**config.mk**
```make
export PLATFORM = sky130hd
export DESIGN_NAME = dfsr_regs
export DESIGN_NICKNAME = d
export VERILOG_FILES = /design/src/pkg/dfsr_pkg.sv /design/src/core/dfsr_current_scale.sv /design/src/core/dfsr_fault_latch.sv /design/src/core/dfsr_regs.sv
export SDC_FILE = /design/constraint.sdc
export NUM_CORES = 1
export LEC_CHECK = 0
export ABC_AREA = 1
export BUFFER_PORTS_ARGS = -buffer_cell sky130_fd_sc_hd__clkbuf_2
export CORE_ASPECT_RATIO = 0.8
export CORE_MARGIN = 2
export CORE_UTILIZATION = 25
export CTS_CLUSTER_SIZE = 28
export DETAILED_ROUTE_END_ITERATION = 16
export GPL_TIMING_DRIVEN = 0
export PLACE_DENSITY_LB_ADDON = 0.1
export SLEW_MARGIN = 20
export SYNTH_ARGS = -nofsm -noshare
export SYNTH_HDL_FRONTEND = slang
export SYNTH_SLANG_ARGS = --single-unit
export TNS_END_PERCENT = 30
```
**constraint.sdc**
```tcl
create_clock -name i_clk -period 1.9 [get_ports i_clk]
set_clock_uncertainty 0.2 [all_clocks]
set_input_delay 0.095 -clock i_clk [delete_from_list [all_inputs] [get_ports i_clk]]
set_output_delay 0.095 -clock i_clk [all_outputs]
set_load 0.02 [all_outputs]
```
**src/pkg/dfsr_pkg.sv**
```systemverilog
// drive fault status register bank: offsets, field positions, masks, reset values
// assumes 16-bit register words addressed by 16-bit register numbers
package dfsr_pkg;

	// ----------------------------------------
	// widths
	// ----------------------------------------
	localparam int DFSR_DW = 16;
	localparam int DFSR_AW = 16;
	localparam int DFSR_SW = 8;

	typedef logic [DFSR_DW-1:0] dfsr_word_t;
	typedef logic [DFSR_AW-1:0] dfsr_addr_t;
	typedef logic [DFSR_SW-1:0] dfsr_slave_t;

	// ----------------------------------------
	// register numbers
	// ----------------------------------------
	localparam dfsr_addr_t OFS_BROADCAST_RUN_COMMAND_WORD = 16'h0001;
	localparam dfsr_addr_t OFS_BROADCAST_SPEED_REFERENCE = 16'h0002;
	localparam dfsr_addr_t OFS_ALARM_SUMMARY_FIVE = 16'h00cb;
	localparam dfsr_addr_t OFS_CONTROL_FAULT_SUMMARY_ONE = 16'h00d0;
	localparam dfsr_addr_t OFS_CONTROL_FAULT_SUMMARY_TWO = 16'h00d1;
	localparam dfsr_addr_t OFS_OPTION_CARD_FAULT_SUMMARY = 16'h00d8;
	localparam dfsr_addr_t OFS_OUTPUT_CURRENT_READING = 16'h00fb;

	localparam dfsr_slave_t BROADCAST_SLAVE_ADDR = 8'h00;

	// ----------------------------------------
	// alarm summary five fields
	// ----------------------------------------
	localparam int AL5_HIGH_CURRENT = 3;
	localparam int AL5_EXT_FAULT_ONE = 8;
	localparam int AL5_EXT_FAULT_TWO = 9;
	localparam int AL5_SAFE_DISABLE_FAULT = 10;
	localparam int AL5_SAFE_DISABLE_ACTIVE = 11;
	localparam int AL5_MECH_WEAK_ONE = 12;
	localparam int AL5_MECH_WEAK_TWO = 13;

	// ----------------------------------------
	// implemented-bit masks, reserved bits zero
	// ----------------------------------------
	localparam dfsr_word_t CF1_MASK = 16'h79cc;
	localparam dfsr_word_t CF2_MASK = 16'h01ff;
	localparam dfsr_word_t OPT_MASK = 16'h001b;
	localparam dfsr_word_t CMD_MASK = 16'h7033;

	// ----------------------------------------
	// command word fields
	// ----------------------------------------
	localparam int CMD_RUN = 0;
	localparam int CMD_REVERSE = 1;
	localparam int CMD_EXT_FAULT = 4;
	localparam int CMD_FAULT_RESET = 5;
	localparam int CMD_DIGITAL_INPUT_FIVE = 12;
	localparam int CMD_DIGITAL_INPUT_SIX = 13;
	localparam int CMD_DIGITAL_INPUT_SEVEN = 14;

	// ----------------------------------------
	// reset values
	// ----------------------------------------
	localparam dfsr_word_t CMD_RESET = 16'h0000;
	localparam dfsr_word_t SPEED_REF_RESET = 16'h0000;
	localparam dfsr_word_t STATUS_RESET = 16'h0000;
	localparam dfsr_slave_t COMM_ERR_RESET = 8'h00;

	// ----------------------------------------
	// current scaling
	// ----------------------------------------
	localparam int CUR_IN_W = 20;
	localparam int CUR_COARSE_DIV = 10;

endpackage
```
**src/core/dfsr_current_scale.sv**
```systemverilog
// output current reading in register units from a 0.01 A sample
// assumes i_current_centi_amp is a steady sample in 0.01 A counts
`timescale 1ns/1ps
module dfsr_current_scale
	import dfsr_pkg::*;
(
	input wire logic i_clk,
	input wire logic i_rst_n,
	input wire logic [dfsr_pkg::CUR_IN_W-1:0] i_current_centi_amp,
	input wire logic i_rating_coarse,
	output dfsr_pkg::dfsr_word_t o_reading
);
	// ----------------------------------------
	// scaling and saturation
	// ----------------------------------------
	localparam logic [CUR_IN_W-1:0] DIV = CUR_IN_W'(CUR_COARSE_DIV);
	localparam logic [CUR_IN_W-1:0] WORD_MAX = CUR_IN_W'(16'hffff);

	logic [CUR_IN_W-1:0] scaled;
	dfsr_word_t reading_q;

	always_comb begin
		scaled = i_current_centi_amp;
		if (i_rating_coarse) begin
			scaled = i_current_centi_amp / DIV; // 0.1 A per count
		end
	end

	always_ff @(posedge i_clk or negedge i_rst_n) begin
		if (!i_rst_n) begin
			reading_q <= STATUS_RESET;
		end else if (scaled > WORD_MAX) begin
			reading_q <= 16'hffff;
		end else begin
			reading_q <= scaled[DFSR_DW-1:0]; // 0.01 A per count below 15 kW
		end
	end

	assign o_reading = reading_q;
endmodule

```
**src/core/dfsr_fault_latch.sv**
```systemverilog
// sticky fault bits, set by condition pulses or levels, cleared by fault reset
// assumes set and clear are synchronous to i_clk
`timescale 1ns/1ps
module dfsr_fault_latch #(
	parameter int W = 16,
	parameter logic [W-1:0] MASK = '1
) (
	input wire logic i_clk,
	input wire logic i_rst_n,
	input wire logic [W-1:0] i_set,
	input wire logic i_clear,
	output logic [W-1:0] o_bits
);
	// ----------------------------------------
	// latch
	// ----------------------------------------
	logic [W-1:0] bits_q;
	logic [W-1:0] bits_d;

	always_comb begin
		bits_d = bits_q;
		if (i_clear) begin
			bits_d = '0;
		end
		bits_d = (bits_d | i_set) & MASK; // set wins over clear
	end

	always_ff @(posedge i_clk or negedge i_rst_n) begin
		if (!i_rst_n) begin
			bits_q <= '0;
		end else begin
			bits_q <= bits_d;
		end
	end

	assign o_bits = bits_q;
endmodule

```
**src/core/dfsr_regs.sv**
```systemverilog
// drive fault status register bank with broadcast command word
// assumes link framing is decoded elsewhere into one-cycle register requests
`timescale 1ns/1ps

// Behaviour
// - alarm summary five bit 3 shows high current alarm while present
// - alarm five bits 8 and 9 show external faults of inputs one and two
// - alarm five bits A and B show safe-disable fault and active states
// - alarm five bits C, D show mechanical weakening one, two; E, F reserved
// - control fault one bits 2,3,6,7,8 show converter, modulation, board, link, nvm faults
// - control fault one bits B to E show memory, flash, watchdog, circuit faults
// - control fault two bits 0 to 8 show nine hardware faults; rest reserved
// - option fault bits 0,1,3,4 show option faults; bits 5 to F reserved
// - current reads 0.01 A per count, or 0.1 A at 15 kW and above
// - communication error cause held until fault reset
// - a broadcast write is applied by every slave
// - broadcast messages are acted on but never answered
// - command bit 0 run or stop, bit 1 reverse or forward
// - command bit 4 external fault, bit 5 fault reset, per input settings
// - command bits C, D, E drive digital inputs five to seven
module dfsr_regs
	import dfsr_pkg::*;
(
	input wire logic i_clk,
	input wire logic i_rst_n,
	// register request from the link
	input wire logic i_req_valid,
	input wire dfsr_pkg::dfsr_slave_t i_req_slave,
	input wire logic i_req_write,
	input wire dfsr_pkg::dfsr_addr_t i_req_reg,
	input wire dfsr_pkg::dfsr_word_t i_req_wdata,
	input wire dfsr_pkg::dfsr_slave_t i_own_slave,
	// response to the link
	output logic o_resp_valid,
	output logic o_resp_error,
	output dfsr_pkg::dfsr_word_t o_resp_rdata,
	// alarm conditions, levels
	input wire logic i_high_current_alarm,
	input wire logic i_ext_fault_input_one,
	input wire logic i_ext_fault_input_two,
	input wire logic i_safe_disable_fault,
	input wire logic i_safe_disable_active,
	input wire logic i_mech_weakening_one,
	input wire logic i_mech_weakening_two,
	// fault conditions, bit vectors in register layout
	input wire dfsr_pkg::dfsr_word_t i_ctrl_fault_one,
	input wire dfsr_pkg::dfsr_word_t i_ctrl_fault_two,
	input wire dfsr_pkg::dfsr_word_t i_option_fault,
	// communication error event
	input wire logic i_comm_err_evt,
	input wire dfsr_pkg::dfsr_slave_t i_comm_err_cause,
	input wire logic i_fault_reset,
	// output current
	input wire logic [dfsr_pkg::CUR_IN_W-1:0] i_current_centi_amp,
	input wire logic i_rating_coarse,
	// input function settings for command bits 4 and 5
	input wire logic i_input_function_setting_one,
	input wire logic i_input_function_setting_two,
	// command outputs
	output logic o_run,
	output logic o_reverse,
	output logic o_ext_fault,
	output logic o_fault_reset_pulse,
	output logic o_digital_input_five,
	output logic o_digital_input_six,
	output logic o_digital_input_seven,
	output dfsr_pkg::dfsr_word_t o_speed_reference,
	output dfsr_pkg::dfsr_slave_t o_comm_err_cause
);
	// ----------------------------------------
	// request decode
	// ----------------------------------------
	logic is_bcast;
	logic is_own;
	logic wr_cmd;
	logic wr_speed;

	always_comb begin
		is_bcast = i_req_valid && (i_req_slave == BROADCAST_SLAVE_ADDR);
		is_own = i_req_valid && !is_bcast && (i_req_slave == i_own_slave);
		wr_cmd = (is_bcast || is_own) && i_req_write && (i_req_reg == OFS_BROADCAST_RUN_COMMAND_WORD);
		wr_speed = (is_bcast || is_own) && i_req_write && (i_req_reg == OFS_BROADCAST_SPEED_REFERENCE);
	end

	// ----------------------------------------
	// command word and speed reference
	// ----------------------------------------
	dfsr_word_t cmd_q;
	dfsr_word_t speed_q;

	always_ff @(posedge i_clk or negedge i_rst_n) begin
		if (!i_rst_n) begin
			cmd_q <= CMD_RESET;
		end else if (wr_cmd) begin
			cmd_q <= i_req_wdata & CMD_MASK; // reserved bits dropped
		end
	end

	always_ff @(posedge i_clk or negedge i_rst_n) begin
		if (!i_rst_n) begin
			speed_q <= SPEED_REF_RESET;
		end else if (wr_speed) begin
			speed_q <= i_req_wdata;
		end
	end

	// ----------------------------------------
	// command decode
	// ----------------------------------------
	logic reset_bit_q;
	logic fault_reset;

	always_ff @(posedge i_clk or negedge i_rst_n) begin
		if (!i_rst_n) begin
			reset_bit_q <= 1'b0;
		end else begin
			reset_bit_q <= cmd_q[CMD_FAULT_RESET];
		end
	end

	always_comb begin
		fault_reset = i_fault_reset;
		if (i_input_function_setting_two && cmd_q[CMD_FAULT_RESET] && !reset_bit_q) begin
			fault_reset = 1'b1; // rising edge of command bit 5
		end
	end

	assign o_run = cmd_q[CMD_RUN];
	assign o_reverse = cmd_q[CMD_REVERSE];
	assign o_ext_fault = cmd_q[CMD_EXT_FAULT] & i_input_function_setting_one;
	assign o_fault_reset_pulse = fault_reset;
	assign o_digital_input_five = cmd_q[CMD_DIGITAL_INPUT_FIVE];
	assign o_digital_input_six = cmd_q[CMD_DIGITAL_INPUT_SIX];
	assign o_digital_input_seven = cmd_q[CMD_DIGITAL_INPUT_SEVEN];
	assign o_speed_reference = speed_q;

	// ----------------------------------------
	// alarm summary, follows conditions
	// ----------------------------------------
	dfsr_word_t alarm_q;
	dfsr_word_t alarm_d;

	always_comb begin
		alarm_d = STATUS_RESET;
		alarm_d[AL5_HIGH_CURRENT] = i_high_current_alarm;
		alarm_d[AL5_EXT_FAULT_ONE] = i_ext_fault_input_one;
		alarm_d[AL5_EXT_FAULT_TWO] = i_ext_fault_input_two;
		alarm_d[AL5_SAFE_DISABLE_FAULT] = i_safe_disable_fault;
		alarm_d[AL5_SAFE_DISABLE_ACTIVE] = i_safe_disable_active;
		alarm_d[AL5_MECH_WEAK_ONE] = i_mech_weakening_one;
		alarm_d[AL5_MECH_WEAK_TWO] = i_mech_weakening_two;
	end

	always_ff @(posedge i_clk or negedge i_rst_n) begin
		if (!i_rst_n) begin
			alarm_q <= STATUS_RESET;
		end else begin
			alarm_q <= alarm_d; // clears when condition ends
		end
	end

	// ----------------------------------------
	// sticky fault summaries
	// ----------------------------------------
	dfsr_word_t cf1;
	dfsr_word_t cf2;
	dfsr_word_t opt;

	dfsr_fault_latch #(.W(DFSR_DW), .MASK(CF1_MASK)) u_cf1 (
		.i_clk(i_clk),
		.i_rst_n(i_rst_n),
		.i_set(i_ctrl_fault_one),
		.i_clear(fault_reset),
		.o_bits(cf1)
	);

	dfsr_fault_latch #(.W(DFSR_DW), .MASK(CF2_MASK)) u_cf2 (
		.i_clk(i_clk),
		.i_rst_n(i_rst_n),
		.i_set(i_ctrl_fault_two),
		.i_clear(fault_reset),
		.o_bits(cf2)
	);

	dfsr_fault_latch #(.W(DFSR_DW), .MASK(OPT_MASK)) u_opt (
		.i_clk(i_clk),
		.i_rst_n(i_rst_n),
		.i_set(i_option_fault),
		.i_clear(fault_reset),
		.o_bits(opt)
	);

	// ----------------------------------------
	// communication error cause
	// ----------------------------------------
	dfsr_slave_t comm_err_q;

	always_ff @(posedge i_clk or negedge i_rst_n) begin
		if (!i_rst_n) begin
			comm_err_q <= COMM_ERR_RESET;
		end else if (i_comm_err_evt) begin
			comm_err_q <= i_comm_err_cause; // new event wins over reset
		end else if (fault_reset) begin
			comm_err_q <= COMM_ERR_RESET; // held until fault reset
		end
	end

	assign o_comm_err_cause = comm_err_q;

	// ----------------------------------------
	// output current
	// ----------------------------------------
	dfsr_word_t current;

	dfsr_current_scale u_cur (
		.i_clk(i_clk),
		.i_rst_n(i_rst_n),
		.i_current_centi_amp(i_current_centi_amp),
		.i_rating_coarse(i_rating_coarse),
		.o_reading(current)
	);

	// ----------------------------------------
	// read mux and response
	// ----------------------------------------
	dfsr_word_t rdata;
	logic err;

	always_comb begin
		rdata = STATUS_RESET;
		err = 1'b0;
		unique case (i_req_reg)
			OFS_BROADCAST_RUN_COMMAND_WORD: rdata = cmd_q;
			OFS_BROADCAST_SPEED_REFERENCE: rdata = speed_q;
			OFS_ALARM_SUMMARY_FIVE: begin
				rdata = alarm_q;
				err = i_req_write;
			end
			OFS_CONTROL_FAULT_SUMMARY_ONE: begin
				rdata = cf1;
				err = i_req_write;
			end
			OFS_CONTROL_FAULT_SUMMARY_TWO: begin
				rdata = cf2;
				err = i_req_write;
			end
			OFS_OPTION_CARD_FAULT_SUMMARY: begin
				rdata = opt;
				err = i_req_write;
			end
			OFS_OUTPUT_CURRENT_READING: begin
				rdata = current;
				err = i_req_write;
			end
			default: err = 1'b1;
		endcase
	end

	logic resp_valid_q;
	logic resp_error_q;
	dfsr_word_t resp_rdata_q;

	always_ff @(posedge i_clk or negedge i_rst_n) begin
		if (!i_rst_n) begin
			resp_valid_q <= 1'b0;
			resp_error_q <= 1'b0;
			resp_rdata_q <= STATUS_RESET;
		end else begin
			resp_valid_q <= is_own; // no answer to broadcast
			if (is_own) begin
				resp_error_q <= err;
				resp_rdata_q <= (err || i_req_write) ? STATUS_RESET : rdata;
			end
		end
	end

	assign o_resp_valid = resp_valid_q;
	assign o_resp_error = resp_error_q;
	assign o_resp_rdata = resp_rdata_q;
endmodule

```
# [After elaboration in Yosys (flattened, before gate mapping)]
# Cells that the tools add are included.
[totals] register_bits=95 inputBits=140 output_inout_bits=49 elab_cells=53
[op_classes] n_div=1 order_cmp=1 n_eq_ne=8 muxes=11 n_bitwise=4 n_reduce_logical=16
[ops] cell="$pmux 16 s7" count=1
[ops] cell="$eq 16x8->1 const B" count=5
[ops] cell="$mux 16" count=2
[ops] cell="$div 20x4->20 const B" count=1
[ops] cell="$gt 20x16->1 const B" count=1
[ops] cell="$mux 20" count=1
[ops] cell="$eq 16x1->1 const B" count=1
[ops] cell="$eq 16x2->1 const B" count=1
[ops] cell="$mux 8" count=2
[ops] cell="$mux 15" count=1
[ops] cell="$or 15x15->15" count=1
[ops] cell="$mux 9" count=1
[ops] cell="$or 9x9->9" count=1
[ops] cell="$eq 8x8->1" count=1
[ops] cell="$logic_and 1x1->1" count=8
[ops] cell="$logic_not 8->1" count=1
[ops] cell="$mux 5" count=1
[ops] cell="$or 5x5->5" count=1
[ops] cell="$reduce_or 5->1" count=1
[ops] cell="$logic_not 1->1" count=2
[ops] cell="$logic_or 1x1->1" count=2
[ops] cell="$pmux 1 s2" count=1
[ops] cell="$reduce_bool 2->1" count=1
[ops] cell="$reduce_or 2->1" count=1
[ops] cell="2 further kinds" count=2

# [Longest topological paths before layout]
# Gate-level depths: netlist of run 1.
[logic_depth] depth_word=8 ltp_mapped=78 depth_no_buf=78

# [By module]
# A second synthesis of run 1 with hierarchy kept.
[unflattened] cells_unflattened=992 area_unflattened_um2=6683.9
[by_module_without_submodules] module="dfsr_regs" instances=1 cells_each=524 area_each_um2=3529.6 seq_area_each_um2=1426.4
[by_module_without_submodules] module="dfsr_current_scale" instances=1 cells_each=348 area_each_um2=2138.3 seq_area_each_um2=400.4
[by_module_without_submodules] module="dfsr_fault_latch (u_cf1 ...)" instances=2 cells_each=45 area_each_um2=386.6 seq_area_each_um2=225.2
[by_module_without_submodules] module="dfsr_fault_latch (u_opt)" instances=1 cells_each=30 area_each_um2=242.7 seq_area_each_um2=100.1

# [Worst setup path before layout of run 1]
# OpenSTA, ideal clock, no wires.
[synth_path] path_kind="input to register" startpoint="input i_current_centi_amp[17] (netlist bit)" endpoint="register u_cur.reading_q[0], in the netlist u_cur.o_reading[0]" setup_ps=130 t_arrival_ps=5001 required_time_ps=1570 setup_slack_ps=-3431 stages=72 path_buffers=0 cell_sequence="inv_1 nand2_1 nand3_2 nand2_1 nand2_2 nand2_1 nand2_1 nand3_2 nand2_2 nand3_1 nand2_2 nand2_2 nand2_2 nand2_2 nand2_2 nand3_2 nand2_2 nand2_2 [... 36 more ...] nand2_2 nand2_1 nand2_2 inv_2 o21ai_2 nand2_2 nand2_2 nand2_4 nand2_2 nand2_1 nand3_1 nand2_1 nand2_1 nand2_1 nand3_1 nand3_1 nand2_1 nand2_1"
[synth_between] elab_chain_cells=4
[synth_rtl] item="start: declaration" line_no="dfsr_regs.sv:54" rtl="input wire logic [dfsr_pkg::CUR_IN_W-1:0] i_current_centi_amp,"
[synth_rtl] item="$div 20x4->20" line_no="dfsr_current_scale.sv:25" rtl="scaled = i_current_centi_amp / DIV;"
[synth_rtl] item="$mux 20 *" line_no="dfsr_current_scale.sv:24" rtl="if (i_rating_coarse) begin"
[synth_rtl] item="$gt 20x16->1" line_no="dfsr_current_scale.sv:32" rtl="end else if (scaled > WORD_MAX) begin"
[synth_rtl] item="$mux 16 *" line_no="dfsr_current_scale.sv:32"
[synth_rtl] item="end signal: assignment" line_no="dfsr_current_scale.sv:35" rtl="reading_q <= scaled[DFSR_DW-1:0];"
[synth_rtl] item="end: declaration" line_no="dfsr_current_scale.sv:20" rtl="dfsr_word_t reading_q;"
# Mark *: on every way between the ends. The rest lies on a longest branch, timed or not.
# A chain may end at the register's enable or synchronous reset.

# [Worst setup path after layout of run 1]
# Ends and elaborated chain as after synthesis.

==> impl_metrics.env, run 1 <==
export IMPL_syn_area_per_cell_um2=7.83
export IMPL_gp_congestion=0.786
export IMPL_grt_pass1_vias=5841
export IMPL_slew_violations=0
export IMPL_vias=6116
export IMPL_diodes=0
export IMPL_hold_viol=3
export IMPL_die_h_um=137
export IMPL_cp_arrival_ns=5.89
export IMPL_crit_top_cell="nand2_4"
export IMPL_numPortBuffers=161
export IMPL_grt_overflow=0
export IMPL_post_route_min_period_ns=5.87
export IMPL_worst_hold_slack_ns=-0.0520
export IMPL_initial_core_util_pct=25.6
export IMPL_htreeDepth=3
export IMPL_nets=1204
export IMPL_rsz0062_at_grt="yes"
export IMPL_synth_top_cells_by_area="dfrtp_1 (43%), nand2_1 (12%), inv_1 (6.0%)"
export IMPL_slowest_stage="a21oi_4"
export IMPL_power_leakage_uw=0.00486
export IMPL_violations="hold timing, setup timing"
export IMPL_min_path_type="input pin to register"
export IMPL_n_fill_cell=2161
export IMPL_drc=0
export IMPL_place_ws_ns=-4.36
export IMPL_grt_max_degree=76
export IMPL_synth_top_area_share_pct=42.9
export IMPL_sw_frac_of_total_pct=46.2
export IMPL_setup_violations=14
export IMPL_antenna_found_initial=0
export IMPL_worstSetupEndpointType="register"
export IMPL_cts_max_path_buffers=2
export IMPL_cpPeakStageDelay_ns=0.25
export IMPL_cap_violations=0
export IMPL_synth_warnings=0
export IMPL_crit_fanout=5
export IMPL_combPwrFrac_pct=71.8
export IMPL_power_uw=14000
export IMPL_synthTopCellsByCount="nand2_1 (175), dfrtp_1 (95), inv_1 (88)"
export IMPL_yosysMostFrequentCell="nand2_1"
export IMPL_pwr_share_clk_pct=12.6
export IMPL_tightestPinTransition_ns=0.633
export IMPL_synthToLayoutAreaGrowth_pct=71.5
export IMPL_setup_ws_ns=-3.97
export IMPL_pin_count=189
export IMPL_cts_root_buf="clkbuf_16"
export IMPL_grt_most_used_layer="met2"
export IMPL_clock_sinks=95
export IMPL_max_slew_margin_pct=57.8
export IMPL_use_met1_pct=23.4
export IMPL_seq_area_frac_synth_pct=42.9
export IMPL_crit_required_ns=1.91
export IMPL_cellInternalPower_uw=7530
export IMPL_syn_inst=708
export IMPL_synth_async_reset_ratio_pct=100
export IMPL_p_seq_share_pct=15.6
export IMPL_grtUsageMet2_pct=27.2
export IMPL_dpl_cell_count=1171
export IMPL_track_usage_pct=17.1
export IMPL_p_per_area_nw_per_um2=1470
export IMPL_fp_dieW_um=170
export IMPL_final_util_pct=43.8
export IMPL_viasPerCell=4.47
export IMPL_drt_wl_total_um=20500
export IMPL_critPathTopFamily="simple AND/OR/NAND/NOR gates"
export IMPL_ir_drop_uv=1090
export IMPL_criticalPathCategory="input pin to register"
export IMPL_fp_dieArea_um2=23400
export IMPL_layout_drive_gt1_share_pct=44.8
export IMPL_synth_seq_cells=95
export IMPL_cts_clk_slew_worst_paths_ns=0.06
export IMPL_ant_nets=0
export IMPL_synth_edf_count=0
export IMPL_fin_crit_sh_pct=309
export IMPL_synth_cell_types=39
export IMPL_switchingPower_uw=6480
export IMPL_cts_tree="done"
export IMPL_clkLatencyLatePin_ns=0.35
export IMPL_dp_hpwl_um=14000
export IMPL_dr_pass1_iters=5
export IMPL_use_met3_pct=3.07
export IMPL_fp_coreArea_um2=21700
export IMPL_drt_iter0_markers=243
export IMPL_yosys_area_top_type="dfrtp_1"
export IMPL_crit_path_start_kind="input pin"
export IMPL_wl_per_cell_um=15.0
export IMPL_synth_top_flop_cell="dfrtp_1"
export IMPL_synthesis_nets=848
export IMPL_rows=48
export IMPL_cts_buffers=9
export IMPL_grt_pass1_wl_um=30900
export IMPL_outcome="complete, but fails checks"
export IMPL_synth_area_um2=5540
export IMPL_crit_buf_inv=8
export IMPL_max_freq_mhz=170
export IMPL_stdcell_count=1369
-- cells by family (layout without fill, tap and decap cells) --
kind of cell | count (synthesis) | count (layout) | share of synthesized area, %
flops | 95 | 95 | 42.9
compound gates | 122 | 122 | 14.7
mux | 13 | 13 | 2.64
simple gates | 358 | 358 | 31.3
xor+xnor | 3 | 3 | 0.474
buf+inv | 117 | 478 | 7.92
-- sequential cells by signal, summed over array words and instances, names as in the netlist, 7 cells and up --
signal / cells
o_resp_rdata: 16
cmd_q: 7
u_cf1.o_bits: 9
o_speed_reference: 16
alarm_q: 7
u_cur.o_reading: 16
o_comm_err_cause: 8
u_cf2.o_bits: 9
-- layer usage --
layer,vias to the layer above,part of all wire (%)
met3,31,4.2
li1,3063,-
met2,126,46
met1,2896,48
met4,0,2.0
met5,-,0
-- power by group through the flow --
stage                     clock network, µW  logic [µW]  registers (µW)
after floorplan                           0        4970            2230
after global placement                    0        6030            2230
after detailed placement                  0        5980            2230
after CTS                              1810        8520            2190
after global routing                   1910       10900            2200
final                                  1770       10000            2190
-- final cells by class --
| cell class | count | area [µm²] | share of cell area [%] |
|---|---|---|---|
| Multi-Input combinational cell | 496 | 3460 | 36.4 |
| Buffer | 13 | 116 | 1.22 |
| Tap cell | 300 | 375 | 3.95 |
| Clock buffer | 12 | 256 | 2.70 |
| Clock inverter | 4 | 30.0 | 0.316 |
| Inverter | 104 | 424 | 4.46 |
| Timing Repair Buffer | 345 | 2460 | 25.9 |
| Sequential cell | 95 | 2380 | 25.0 |
-- timing repair --
action / CTS / global route
endpoints found under the hold margin: 163 / 4
setup endpoints to repair: 73 / 61
pin swaps: 32 / 43
gates cloned: 1 / 0
hold buffers: 79 / 1
buffers inserted: 83 / 19
resized for setup: 78 / 89
-- worst reg2reg max path, cell delays in order, from the launching register on --
cell and delay, ns:
dfrtp_1 0.44, a31oi_4 0.39, a21o_1 0.18, dlygate4sd3_1 0.54
-- layout by cell type (no fill, tap or decap), drive strengths merged, types with 7 or more instances in the layout --
cell type and count:
nand3 73, o211ai 18, nand2 233, buf 108, clkbuf 183, a22oi 9, o21bai 12, nand4 10
nor2 25, inv 103, a21oi 7, dlygate4sd3 79, o21ai 47, dfrtp 95, a21o 12, nor4 7
mux2 13
-- stage by stage --
| step | instance area [µm²] | setup TNS (ns) |
|---|---|---|
| 2_1_floorplan | 5730 | -24.89 |
| 3_3_place_gp | 6910 | -161.11 |
| 5_1_grt | 9510 | -39.12 |
| 3_5_place_dp | 6970 | -74.23 |
| 4_1_cts | 9020 | -35.06 |
| 6_report | 9510 | -34.13 |
-- final timing paths --
path,depth (start not counted),from,endpoint,slack (ns)
max in group asynchronous,3,i_rst_n,o_resp_rdata[2],1.00
min,4,i_fault_reset,u_opt.o_bits[0],-0.05
max reg2reg,3,cmd_q[5],u_cf2.o_bits[2],0.09
min reg2reg,1,u_cf2.o_bits[7],u_cf2.o_bits[7],0.28
max,72,i_current_centi_amp[17],u_cur.o_reading[0],-3.97
min in group asynchronous,3,i_rst_n,u_cf1.o_bits[11],0.12
No activity file was read; power rests on OpenSTA's default activity.
==> run 2: changes to the inputs <==
Settings changed: GPL_TIMING_DRIVEN 0 to not set, SKIP_LAST_GASP set to 1.
==> run 2 against run 1 <==
The run ends with setup timing left. Clock power rose by 21%. Design area rose by 4.7%. Hold slack improved by 0.093 ns. Sequential share of layout area fell by 1.1 points. Via count rose by 3.4%. Critical path depth fell by 22. First-iteration DRC count rose by 19%. Setup slack improved by 0.045 ns. Global-route usage rose by 0.065 points. Flip-flop and latch count did not move. Total power fell by 0.66%.
==> impl_metrics.env, run 2 (same netlist as run 1, synthesis figures left out) <==
export IMPL_track_usage_pct=17.1
export IMPL_antenna_found_initial=0
export IMPL_fp_coreArea_um2=21700
export IMPL_grt_pass1_vias=6220
export IMPL_cpPeakStageDelay_ns=0.14
export IMPL_nets=1282
export IMPL_p_per_area_nw_per_um2=1400
export IMPL_crit_required_ns=1.90
export IMPL_min_path_type="input pin to register"
export IMPL_tightestPinTransition_ns=0.544
export IMPL_hold_viol=0
export IMPL_fin_crit_sh_pct=307
export IMPL_viasPerCell=4.37
export IMPL_ant_nets=0
export IMPL_drc=0
export IMPL_cts_buffers=9
export IMPL_wl_per_cell_um=14.0
export IMPL_cts_clk_slew_worst_paths_ns=0.07
export IMPL_post_route_min_period_ns=5.83
export IMPL_cp_arrival_ns=5.83
export IMPL_dp_hpwl_um=14200
export IMPL_setup_violations=15
export IMPL_post_dp_cell_area_um2=7720
export IMPL_grt_max_degree=35
export IMPL_layout_cells_most_common_list="buf_4 (204), clkbuf_2 (158), nand2_1 (135)"
export IMPL_drt_wl_total_um=20300
export IMPL_gp_congestion=0.817
export IMPL_grt_most_used_layer="met2"
export IMPL_htreeDepth=3
export IMPL_cts_max_path_buffers=2
export IMPL_fp_dieW_um=170
export IMPL_violations="setup timing"
export IMPL_stdcell_count=1447
export IMPL_layout_drive_gt1_share_pct=49.1
export IMPL_n_fill_cell=2122
export IMPL_grtUsageMet2_pct=29.4
export IMPL_criticalPathCategory="input pin to register"
export IMPL_numPortBuffers=162
export IMPL_outcome="complete, but fails checks"
export IMPL_max_freq_mhz=172
export IMPL_diodes=0
export IMPL_initial_core_util_pct=25.6
export IMPL_crit_fanout=4
export IMPL_multi_input_area_um2=3290
export IMPL_ir_drop_uv=884
export IMPL_final_common_cell="buf_4"
export IMPL_grt_pass1_wl_um=31700
export IMPL_use_met1_pct=23.6
export IMPL_setup_tns_ns=-35.37
export IMPL_use_met3_pct=1.55
export IMPL_rows=48
export IMPL_power_leakage_uw=0.00525
export IMPL_rsz0062_at_grt="yes"
export IMPL_dr_pass1_iters=4
export IMPL_pin_count=189
export IMPL_worstSetupEndpointType="register"
export IMPL_power_uw=13900
export IMPL_cts_root_buf="clkbuf_16"
export IMPL_seqCellArea_um2=2380
export IMPL_die_h_um=137
export IMPL_clock_sinks=95
export IMPL_crit_top_cell="buf_4"
export IMPL_dpl_cell_count=1263
export IMPL_fp_dieArea_um2=23400
export IMPL_design_area_um2=9950
export IMPL_drt_iter0_markers=290
export IMPL_crit_path_start_kind="input pin"
export IMPL_synthToLayoutAreaGrowth_pct=79.5
export IMPL_clkLatencyLatePin_ns=0.34
export IMPL_vias=6324
export IMPL_setup_ws_ns=-3.93
export IMPL_grt_overflow=0
export IMPL_cap_violations=0
export IMPL_slew_violations=0
export IMPL_cts_tree="done"
export IMPL_max_slew_margin_pct=63.7
export IMPL_slowest_stage="clkbuf_16"
run 2: cell count changes in the layout (fill, tap and decap cells not counted), sizes merged:
cell | before | now
bufinv | 0 | 3
clkbuf | 183 | 170
buf | 108 | 209
dlygate4sd3 | 79 | 66
inv | 103 | 106
clkinv | 4 | 1
run 2: critical path: cells and delay by family:
kind | cells | cell delay (ns)
simple gates | 6 | 0.41
buf+inv | 43 | 5.18
compound gates | 1 | 0.10
run 2: metrics by stage:
stage / hold WS, ns / util, % / setup slack [ns]
detailed placement: -0.122 / 35.6 / -4.13
CTS: 0.00507 / 44.2 / -3.56
floorplan: -0.401 / - / -3.36
global placement: -0.108 / 35.6 / -4.03
finish: 0.0410 / 45.9 / -3.93
global route: 0.0760 / 45.9 / -4.34
run 2: area by class of cell:
type                    instances  area share, %
clock inverters                 7           1.27
inverters                     104           4.29
well taps                     300           3.77
clock buffers                   9           2.26
multi-input cells             496           33.1
repair buffers                436           31.4
flip-flops and latches         95           23.9
run 2: where the power goes:
| part | internal, µW | switching [µW] | leakage, µW |
|---|---|---|---|
| clock | 1310 | 835 | 0.000169 |
| sequential | 2140 | 46.5 | 0.00112 |
| combinational | 4420 | 5160 | 0.00396 |
| total | 7870 | 6050 | 0.00525 |
run 2: final timing paths:
path                                         start  cells after the start                  end  slack (ns)
max                        i_current_centi_amp[17]                     50  u_cur.o_reading[15]       -3.93
min                         i_current_centi_amp[3]                      3   u_cur.o_reading[3]        0.04
max reg2reg                               cmd_q[5]                      3      u_opt.o_bits[0]        0.46
min reg2reg                               cmd_q[5]                      0          reset_bit_q        0.24
max in group asynchronous                  i_rst_n                      3             cmd_q[4]        0.89
min in group asynchronous                  i_rst_n                      2  o_comm_err_cause[3]        0.05
run 2: routing by layer:
layer / wire (µm) / vias to the layer above
li1: - / 3220
met1: 9770 / 2963
met2: 9710 / 123
met3: 568 / 18
met4: 221 / 0
met5: 0 / -
run 2: what timing repair did:
item | 4_1_cts | 5_1_grt
setup buffers | 91 | 11
setup endpoints to repair | 13 | 44
pin swaps | 16 | 47
hold buffers | 66 | 0
gates resized for setup | 37 | 70
endpoints found under the hold margin | 159 | 0
